[config.mk]
export PLATFORM = sky130hd
export DESIGN_NAME = gain_trim_and_fir_config_regs
export DESIGN_NICKNAME = d
export VERILOG_FILES = /design/src/common/gain_trim_pkg.sv /design/src/common/trim_bus_if.sv /design/src/rtl/trim_store.sv /design/src/rtl/gain_trim_and_fir_config_regs.sv
export VERILOG_INCLUDE_DIRS = /design/src /design/src/common
export SDC_FILE = /design/constraint.sdc
export NUM_CORES = 1
export LEC_CHECK = 0
export BUFFER_PORTS_ARGS = -buffer_cell sky130_fd_sc_hd__buf_2
export CELL_PAD_IN_SITES_DETAIL_PLACEMENT = 1
export CELL_PAD_IN_SITES_GLOBAL_PLACEMENT = 1
export CORE_MARGIN = 5
export CORE_UTILIZATION = 46
export CTS_CLUSTER_DIAMETER = 60
export CTS_CLUSTER_SIZE = 20
export DETAILED_ROUTE_END_ITERATION = 8
export GPL_ROUTABILITY_DRIVEN = 0
export HOLD_SLACK_MARGIN = 0.06
export PLACE_DENSITY = 0.76
export SLEW_MARGIN = 20
export SYNTH_ARGS = -nofsm -noshare
export SYNTH_HDL_FRONTEND = slang
export SYNTH_SLANG_ARGS = --single-unit
export TNS_END_PERCENT = 30
[constraint.sdc]
create_clock -name sys_clk -period 4.4 [get_ports sys_clk]
set_clock_uncertainty 0.2 [all_clocks]
set_input_delay 0.88 -clock sys_clk [delete_from_list [all_inputs] [get_ports sys_clk]]
set_output_delay 0.88 -clock sys_clk [all_outputs]
set_load 0.05 [all_outputs]
[src/common/gain_trim_regs.svh]
// Register offsets, field positions and reset values of the gain trim and filter group.
// Assumes byte-wide registers on a 12-bit register address.
`ifndef GAIN_TRIM_REGS_SVH
`define GAIN_TRIM_REGS_SVH
// ======================================
// Offsets
`define OFS_FG_A0_DUAL 12'h350
`define OFS_FG_A1_DUAL 12'h351
`define OFS_FG_B0_DUAL 12'h352
`define OFS_FG_B1_DUAL 12'h353
`define OFS_FG_A0_SINGLE 12'h354
`define OFS_FG_A1_SINGLE 12'h355
`define OFS_FG_B0_SINGLE 12'h356
`define OFS_FG_B1_SINGLE 12'h357
`define OFS_EQ_FILTER_CONFIG 12'h400
// ======================================
// Fields
`define FG_TRIM_MSB 4
`define FG_TRIM_LSB 0
`define CFG_SHARE_BIT 6
`define CFG_MERGE_BIT 5
`define CFG_SCW_MSB 4
`define CFG_SCW_LSB 2
`define CFG_MODE_MSB 1
`define CFG_MODE_LSB 0
`define SCW_MAX 3'h6
`define SCW_LSB_EXP_BASE 6'sh10
// ======================================
// Reset values
`define FG_TRIM_RESET 5'h00
`define EQ_CONFIG_RESET 8'h00
`endif

[src/common/gain_trim_pkg.sv]
// Types shared by the gain trim register group.
// Assumes the offset header is included where numbers are needed.
package gain_trim_pkg;
   typedef logic [4:0] trim_type;
   typedef enum logic [1:0] {
      MODE_OFF = 2'b00,
      MODE_RSV1 = 2'b01,
      MODE_ON = 2'b10,
      MODE_RSV3 = 2'b11
   } eq_mode_type;
   typedef enum logic [1:0] {
      COEF_OWN = 2'b00,
      COEF_SHARED = 2'b01,
      COEF_MERGED = 2'b10
   } coef_src_type;
endpackage

[src/common/trim_bus_if.sv]
// Carrier between the register block and its trim storage.
// Assumes one clock shared by both ends.
`timescale 1ns/1ps
interface trim_bus_if;
   logic wrEn;
   logic [2:0] wrIdx;
   logic [4:0] wrData;
   logic [2:0] rdIdx;
   logic [4:0] rdData;
   modport master (output wrEn, output wrIdx, output wrData, output rdIdx, input rdData);
   modport store (input wrEn, input wrIdx, input wrData, input rdIdx, output rdData);
endinterface

[src/rtl/trim_store.sv]
// Eight 5-bit fine gain trims with a registered read port.
// Assumes sys_clk and asynchronous active-high rst.
`timescale 1ns/1ps
module trim_store
   import gain_trim_pkg::*;
(
   input wire logic sys_clk,
   input wire logic rst,
   trim_bus_if.store tb,
   output trim_type trimAll [8]
);
`include "gain_trim_regs.svh"
   trim_type mem_r [8];
   always_ff @(posedge sys_clk or posedge rst) begin
      if (rst) begin
         for (int i = 0; i < 8; i++) begin
            mem_r[i] <= `FG_TRIM_RESET;
         end
         tb.rdData <= `FG_TRIM_RESET;
      end else begin
         if (tb.wrEn) begin
            mem_r[tb.wrIdx] <= tb.wrData;
         end
         tb.rdData <= mem_r[tb.rdIdx];
      end
   end
   assign trimAll = mem_r;
endmodule

[src/rtl/gain_trim_and_fir_config_regs.sv]
// Fine gain trim and equalisation filter configuration registers.
// Assumes a single-cycle strobe register port on sys_clk.
// =====================================================================
// What this block does
// RQ1: Four dual-mode fine gain trims for core A/B bank 0/1, 5 bits, bits 7:5 reserved.
// RQ2: A second independent set of four 5-bit trims used in single channel mode.
// RQ3: Every trim reads zero after reset; fuse defaults are loaded elsewhere.
// RQ4: With the share bit set, channel B filter uses channel A coefficients; the code selects COEF_MERGED instead when the merge bit is also set.
// RQ5: With the share bit clear, channel B filter uses its own coefficients; the code selects COEF_MERGED instead when the merge bit is set.
// RQ6: With the merge bit set, both filters act as one filter on one stream.
// RQ7: Software sets the merge bit whenever single channel mode is selected.
// RQ8: Side weight field 4:2 sets the side coefficient LSB weight to 2^(field-16).
// RQ9: Software writes only 0 to 6 into the side weight field.
// RQ10: The filter configuration resets to zero, bit 7 reserved.
// RQ11: Mode code 0 disables the filter, code 2 enables it, 1 and 3 reserved.
// RQ12: Software changes filter setup only while the serial link is disabled.
// RQ13: The trim set applied follows the selected channel mode.
`timescale 1ns/1ps
module gain_trim_and_fir_config_regs
   import gain_trim_pkg::*;
(
   input wire logic sys_clk,
   input wire logic rst,
   input wire logic [11:0] regAddr,
   input wire logic [7:0] regWrData,
   input wire logic regWrStb,
   input wire logic regRdStb,
   output logic [7:0] regRdData,
   input wire logic singleChannelMode,
   input wire logic serialLinkEnable,
   output logic [4:0] trimCoreABank0,
   output logic [4:0] trimCoreABank1,
   output logic [4:0] trimCoreBBank0,
   output logic [4:0] trimCoreBBank1,
   output logic eqFilterEnable,
   output logic [1:0] coefSrcB,
   output logic filtersMergeOneStream,
   output logic [5:0] sideLsbExpNeg,
   output logic setupWhileLinkOn
);
`include "gain_trim_regs.svh"
   // =====================================================================
   // Address decode
   function automatic logic isTrim(input logic [11:0] a);
      return (a >= `OFS_FG_A0_DUAL) && (a <= `OFS_FG_B1_SINGLE);
   endfunction
   trim_bus_if tb ();
   trim_type trimAll [8];
   logic [7:0] eqCfg_r;
   logic [7:0] eqCfg_nxt;
   logic rdTrim_r;
   logic rdCfg_r;
   logic [7:0] cfgRd_r;
   wire hitTrim = isTrim(regAddr);
   wire hitCfg = (regAddr == `OFS_EQ_FILTER_CONFIG);
   wire [2:0] trimIdx = regAddr[2:0];
   // =====================================================================
   // Trim storage
   assign tb.wrEn = regWrStb && hitTrim; // RQ1 RQ2
   assign tb.wrIdx = trimIdx;
   assign tb.wrData = regWrData[`FG_TRIM_MSB:`FG_TRIM_LSB];
   assign tb.rdIdx = trimIdx;
   trim_store uStore (
      .sys_clk(sys_clk),
      .rst(rst), // RQ3
      .tb(tb),
      .trimAll(trimAll)
   );
   // =====================================================================
   // Filter configuration
   assign eqCfg_nxt = (regWrStb && hitCfg) ? {1'b0, regWrData[6:0]} : eqCfg_r;
   wire share = eqCfg_r[`CFG_SHARE_BIT];
   wire merge = eqCfg_r[`CFG_MERGE_BIT];
   wire [2:0] scw = eqCfg_r[`CFG_SCW_MSB:`CFG_SCW_LSB];
   eq_mode_type mode;
   assign mode = eq_mode_type'(eqCfg_r[`CFG_MODE_MSB:`CFG_MODE_LSB]);
   // Reserved mode codes leave the filter off rather than guess
   wire enNxt = (mode == MODE_ON); // RQ11
   coef_src_type srcNxt;
   assign srcNxt = merge ? COEF_MERGED : (share ? COEF_SHARED : COEF_OWN); // RQ4 RQ5 RQ6
   // Exponent magnitude 16-scw; values 7 pass through unchecked
   wire [5:0] expNxt = 6'(6'h10 - {3'h0, scw}); // RQ8 RQ9
   wire cfgWr = regWrStb && hitCfg;
   // Trims chosen by channel mode; single mode also expects merge set
   wire [2:0] setBase = singleChannelMode ? 3'h4 : 3'h0; // RQ13 RQ7
   always_ff @(posedge sys_clk or posedge rst) begin
      if (rst) begin
         eqCfg_r <= `EQ_CONFIG_RESET; // RQ10
         eqFilterEnable <= 1'b0;
         coefSrcB <= COEF_OWN;
         filtersMergeOneStream <= 1'b0;
         sideLsbExpNeg <= 6'h10;
         setupWhileLinkOn <= 1'b0;
      end else begin
         eqCfg_r <= eqCfg_nxt;
         eqFilterEnable <= enNxt;
         coefSrcB <= srcNxt;
         filtersMergeOneStream <= merge; // RQ6
         sideLsbExpNeg <= expNxt;
         // Sticky flag of a setup write with the link running
         setupWhileLinkOn <= setupWhileLinkOn | (cfgWr && serialLinkEnable); // RQ12
      end
   end
   // =====================================================================
   // Applied trims
   always_ff @(posedge sys_clk or posedge rst) begin
      if (rst) begin
         trimCoreABank0 <= `FG_TRIM_RESET;
         trimCoreABank1 <= `FG_TRIM_RESET;
         trimCoreBBank0 <= `FG_TRIM_RESET;
         trimCoreBBank1 <= `FG_TRIM_RESET;
      end else begin
         trimCoreABank0 <= trimAll[setBase]; // RQ13
         trimCoreABank1 <= trimAll[3'(setBase + 3'h1)];
         trimCoreBBank0 <= trimAll[3'(setBase + 3'h2)];
         trimCoreBBank1 <= trimAll[3'(setBase + 3'h3)];
      end
   end
   // =====================================================================
   // Read path: store data is registered, so the select is too
   always_ff @(posedge sys_clk or posedge rst) begin
      if (rst) begin
         rdTrim_r <= 1'b0;
         rdCfg_r <= 1'b0;
         cfgRd_r <= 8'h00;
      end else begin
         rdTrim_r <= regRdStb && hitTrim;
         rdCfg_r <= regRdStb && hitCfg;
         cfgRd_r <= eqCfg_r;
      end
   end
   // Output mux after flops; unmapped reads return zero
   always_comb begin
      regRdData = 8'h00;
      if (rdTrim_r) begin
         regRdData = {3'h0, tb.rdData}; // RQ1
      end else if (rdCfg_r) begin
         regRdData = cfgRd_r;
      end
   end
endmodule

==> impl_metrics.yaml <==
final_layout:
  layout-drive-gt1-share_pct: 52.8
  antenna_cells: 0
  fin_nets: 330
  area_delta_synth_final_pct: 15.7
  fin_area_um2: 4220
grt:
  grt_max_degree: 44
  grt_usage_pct: 18.1
  grt.overflow.total: 0
  grt_pass1_wl_um: 13400
  gr-max-usage-layer: "met2"
  grt_pass1_vias: 2408
  met1_usage_pct: 24.7
  antenna_found_initial: 0
  gr-usage-met2_pct: 28.7
  grt_util_met3_pct: 4.18
detailed_routing:
  detail_route.iter0.violations: 74
  drc: 0
  routed_wl_um: 8200
  drt_pre_antenna_iters: 4
  wl_per_cell_um: 20.1
  antenna_left: 0
  vias: 2188
  routed_via_density: 5.35
sta:
  final.setup.tns_ns: 0
  maxClockFrequency_ghz: 0.326
  drv_slew: 0
  rsz0062_at_grt: "false"
  max_slew_margin_pct: 52.0
  setup_viol: 0
  finalCritPeriodShare_pct: 69.7
  hold_violations: 0
  fin_crit_ns: 3.07
  worstMarginPinSlew_ns: 0.719
clocking:
  htree_levels: 3
  cts_resized: 0
  root_buffer: "clkbuf_8"
  cts_setup_buffers: 0
  clock-sinks: 88
  clk_pin_slew_ns: 0.08
  ctsHoldBuffers: 0
  insertion_delay_ns: 0.34
  clock_path_buffers: 2
  tritoncts: "yes"
  cts-buffers-inserted: 9
yosys:
  netlist_instances: 238
  muxShareOfSynthArea_pct: 27.1
  synth-adder-area-share_pct: 0.686
  synth-main-ff-cell: "dfrtp_1"
  synth_area_leader_cell: "dfrtp_1"
  synth_top_family_by_area: "multiplexers"
  syn_area_per_cell_um2: 15.3
  ys_ff_latch: 88
  synth.most_common_cell: "dfrtp_1"
  synthArstFlopShare_pct: 100
  netlist_area_um2: 3650
  synthSimpleGateAreaFrac_pct: 6.68
  synth_cell_types: 34
  netlist_top_cells_area: "dfrtp_1 (60%), mux2_2 (23%), mux4_2 (3.7%), a22o_1 (1.2%), nand4_1 (1.2%)"
  synth.top_cell.area_share_pct: 59.7
  synth_xor_xnor_area_share_pct: 0
  synth-seq-area-share_pct: 60.4
  synth_compound_area_share_pct: 2.74
  ys_warn_count: 0
  synth_common_cells: "dfrtp_1 (87), mux2_2 (74), nand4_1 (7)"
  synth_edf_count: 0
power:
  switching_share_pct: 23.0
  ir_drop_uv: 166
  p_int_mw: 1.10
  cellPowerDensity_nw_per_um2: 338
  power_leakage_nw: 2.25
  p_seq_share_pct: 57.2
  p_comb_share_pct: 5.8
  power_switching_mw: 0.328
  power_frac_clock_pct: 36.9
setup_path:
  critPathCaptureType: "output pin"
  crit_slowest_cell: "nor2b_1"
  reg2reg_from: "uStore.trimAll[6]$_DFFE_PP0P_"
  critPathKind: "flip-flop to output pin"
  cp-start-kind: "flip-flop"
  arrival_ns: 1.99
  reg2reg_depth: 2
  crit_chain: "nor2b_1 > a22o_1 > buf_2"
  r2r_setup_slack_ns: 2.94
  r2r_end: "uStore.tb.rdData[1]$_DFF_PP0_"
  cp_slowest_stage_delay_ns: 0.61
  cp_data_required_time_ns: 3.32
  cp_max_fo: 7
die:
  rows: 32
  core_region_area_um2: 7730
  dieWidth_um: 99.1
  num_io_pins: 65
  start_util_pct: 47.2
  dieHeight_um: 99.1
  die_area_um2: 9820
job:
  drv_cap: 0
min_path:
  min-delay-start: "eqCfg_r[0]$_DFFE_PP0N_"
  min_delay_path_depth: 0
  hold_end: "cfgRd_r[0]$_DFF_PP0_"
  hp-class: "flip-flop to flip-flop"
place:
  port_buffers: 61
  dpl_cell_area_um2: 4040
  dp_hpwl_um: 5580
status:
  status: "complete, no violations"
[metal layers]
metal	up-vias	share of wire, %	wire (um)
met5	-	0	0
met3	7	5.3	435
li1	992	-	-
met2	59	49	4000
met4	0	1.3	109
met1	1130	45	3650
[worst max-delay path: cells and delay by family (launching register included)]
family / cells / cell delay (ns)
simple gates: 1 / 0.61
flops: 1 / 0.50
buf+inv: 1 / 0.28
compound gates: 1 / 0.27
[power by group through the flow]
stage / Clock (mW) / Sequential [mW] / Combinational, mW
2_1_floorplan: 0 / 0.840 / 0.0460
3_5_place_dp: 0 / 0.833 / 0.0850
6_report: 0.528 / 0.817 / 0.0834
5_1_grt: 0.587 / 0.818 / 0.0922
4_1_cts: 0.543 / 0.817 / 0.0855
3_3_place_gp: 0 / 0.833 / 0.0832
[state kept, by name, summed over array words and instances, names as in the netlist]
| register | cells |
|---|---|
| sideLsbExpNeg | 4 |
| trimCoreABank0 | 5 |
| trimCoreABank1 | 5 |
| rdTrim_r | 1 |
| rdCfg_r | 1 |
| trimCoreBBank1 | 5 |
| eqFilterEnable | 1 |
| uStore.trimAll | 40 |
| uStore.tb.rdData | 5 |
| coefSrcB | 1 |
| cfgRd_r | 7 |
| setupWhileLinkOn | 1 |
| eqCfg_r | 7 |
| trimCoreBBank0 | 5 |
[worst max path at each step]
stage | start | endpoint | slack (ns) | depth (start not counted)
2_1_floorplan | rst | cfgRd_r[0]$_DFF_PP0_ | 1.04 | 1
3_3_place_gp | regAddr[1] | eqCfg_r[3]$_DFFE_PP0N_ | 1.43 | 5
3_5_place_dp | regAddr[1] | eqCfg_r[4]$_DFFE_PP0N_ | 1.41 | 5
4_1_cts | rdTrim_r$_DFF_PP0_ | regRdData[0] | 1.31 | 3
5_1_grt | rdTrim_r$_DFF_PP0_ | regRdData[0] | 1.25 | 3
6_report | rdTrim_r$_DFF_PP0_ | regRdData[1] | 1.33 | 3
[layout by cell type (no fill, tap or decap), types with 3 or more instances in the layout]
cell type	instances
and2_1	4
nor2b_1	6
mux4_2	6
dfrtp_1	87
clkinv_2	4
inv_1	4
clkbuf_8	9
buf_4	3
buf_2	61
mux2_2	74
clkbuf_1	3
nand3_1	4
a22o_1	5
nand4_1	7
[cell families (layout without fill, tap and decap cells)]
logic type                 count (synthesis)  after routing
other                                      1              2
adders and majority gates                  2              2
muxes                                     82             82
buffers and inverters                     17             85
AOI/OAI and AO/OA                         13             13
and+or+nand+nor                           35             35
DFF                                       88             88
[final cells by class]
class / instances / area [um^2]
fillers: 792 / 3500
clock inverters: 4 / 45.0
well taps: 102 / 128
flip-flops and latches: 88 / 2200
inverters: 5 / 20.0
repair buffers: 64 / 328
multi-input cells: 134 / 1370
clock buffers: 12 / 135
[per-stage QoR]
| step | hold slack (ns) | util, % | cells | setup WS, ns | total power, mW |
|---|---|---|---|---|---|
| floorplan | 0.163 | - | 239 | 1.04 | 0.886 |
| global placement | 0.178 | 52.3 | 393 | 1.43 | 0.916 |
| detailed placement | 0.186 | 52.3 | 393 | 1.41 | 0.918 |
| CTS | 0.203 | 54.7 | 409 | 1.31 | 1.45 |
| global route | 0.222 | 54.7 | 409 | 1.25 | 1.50 |
| finish | 0.201 | 54.7 | 409 | 1.33 | 1.43 |
(Power assumes the default switching activity.)
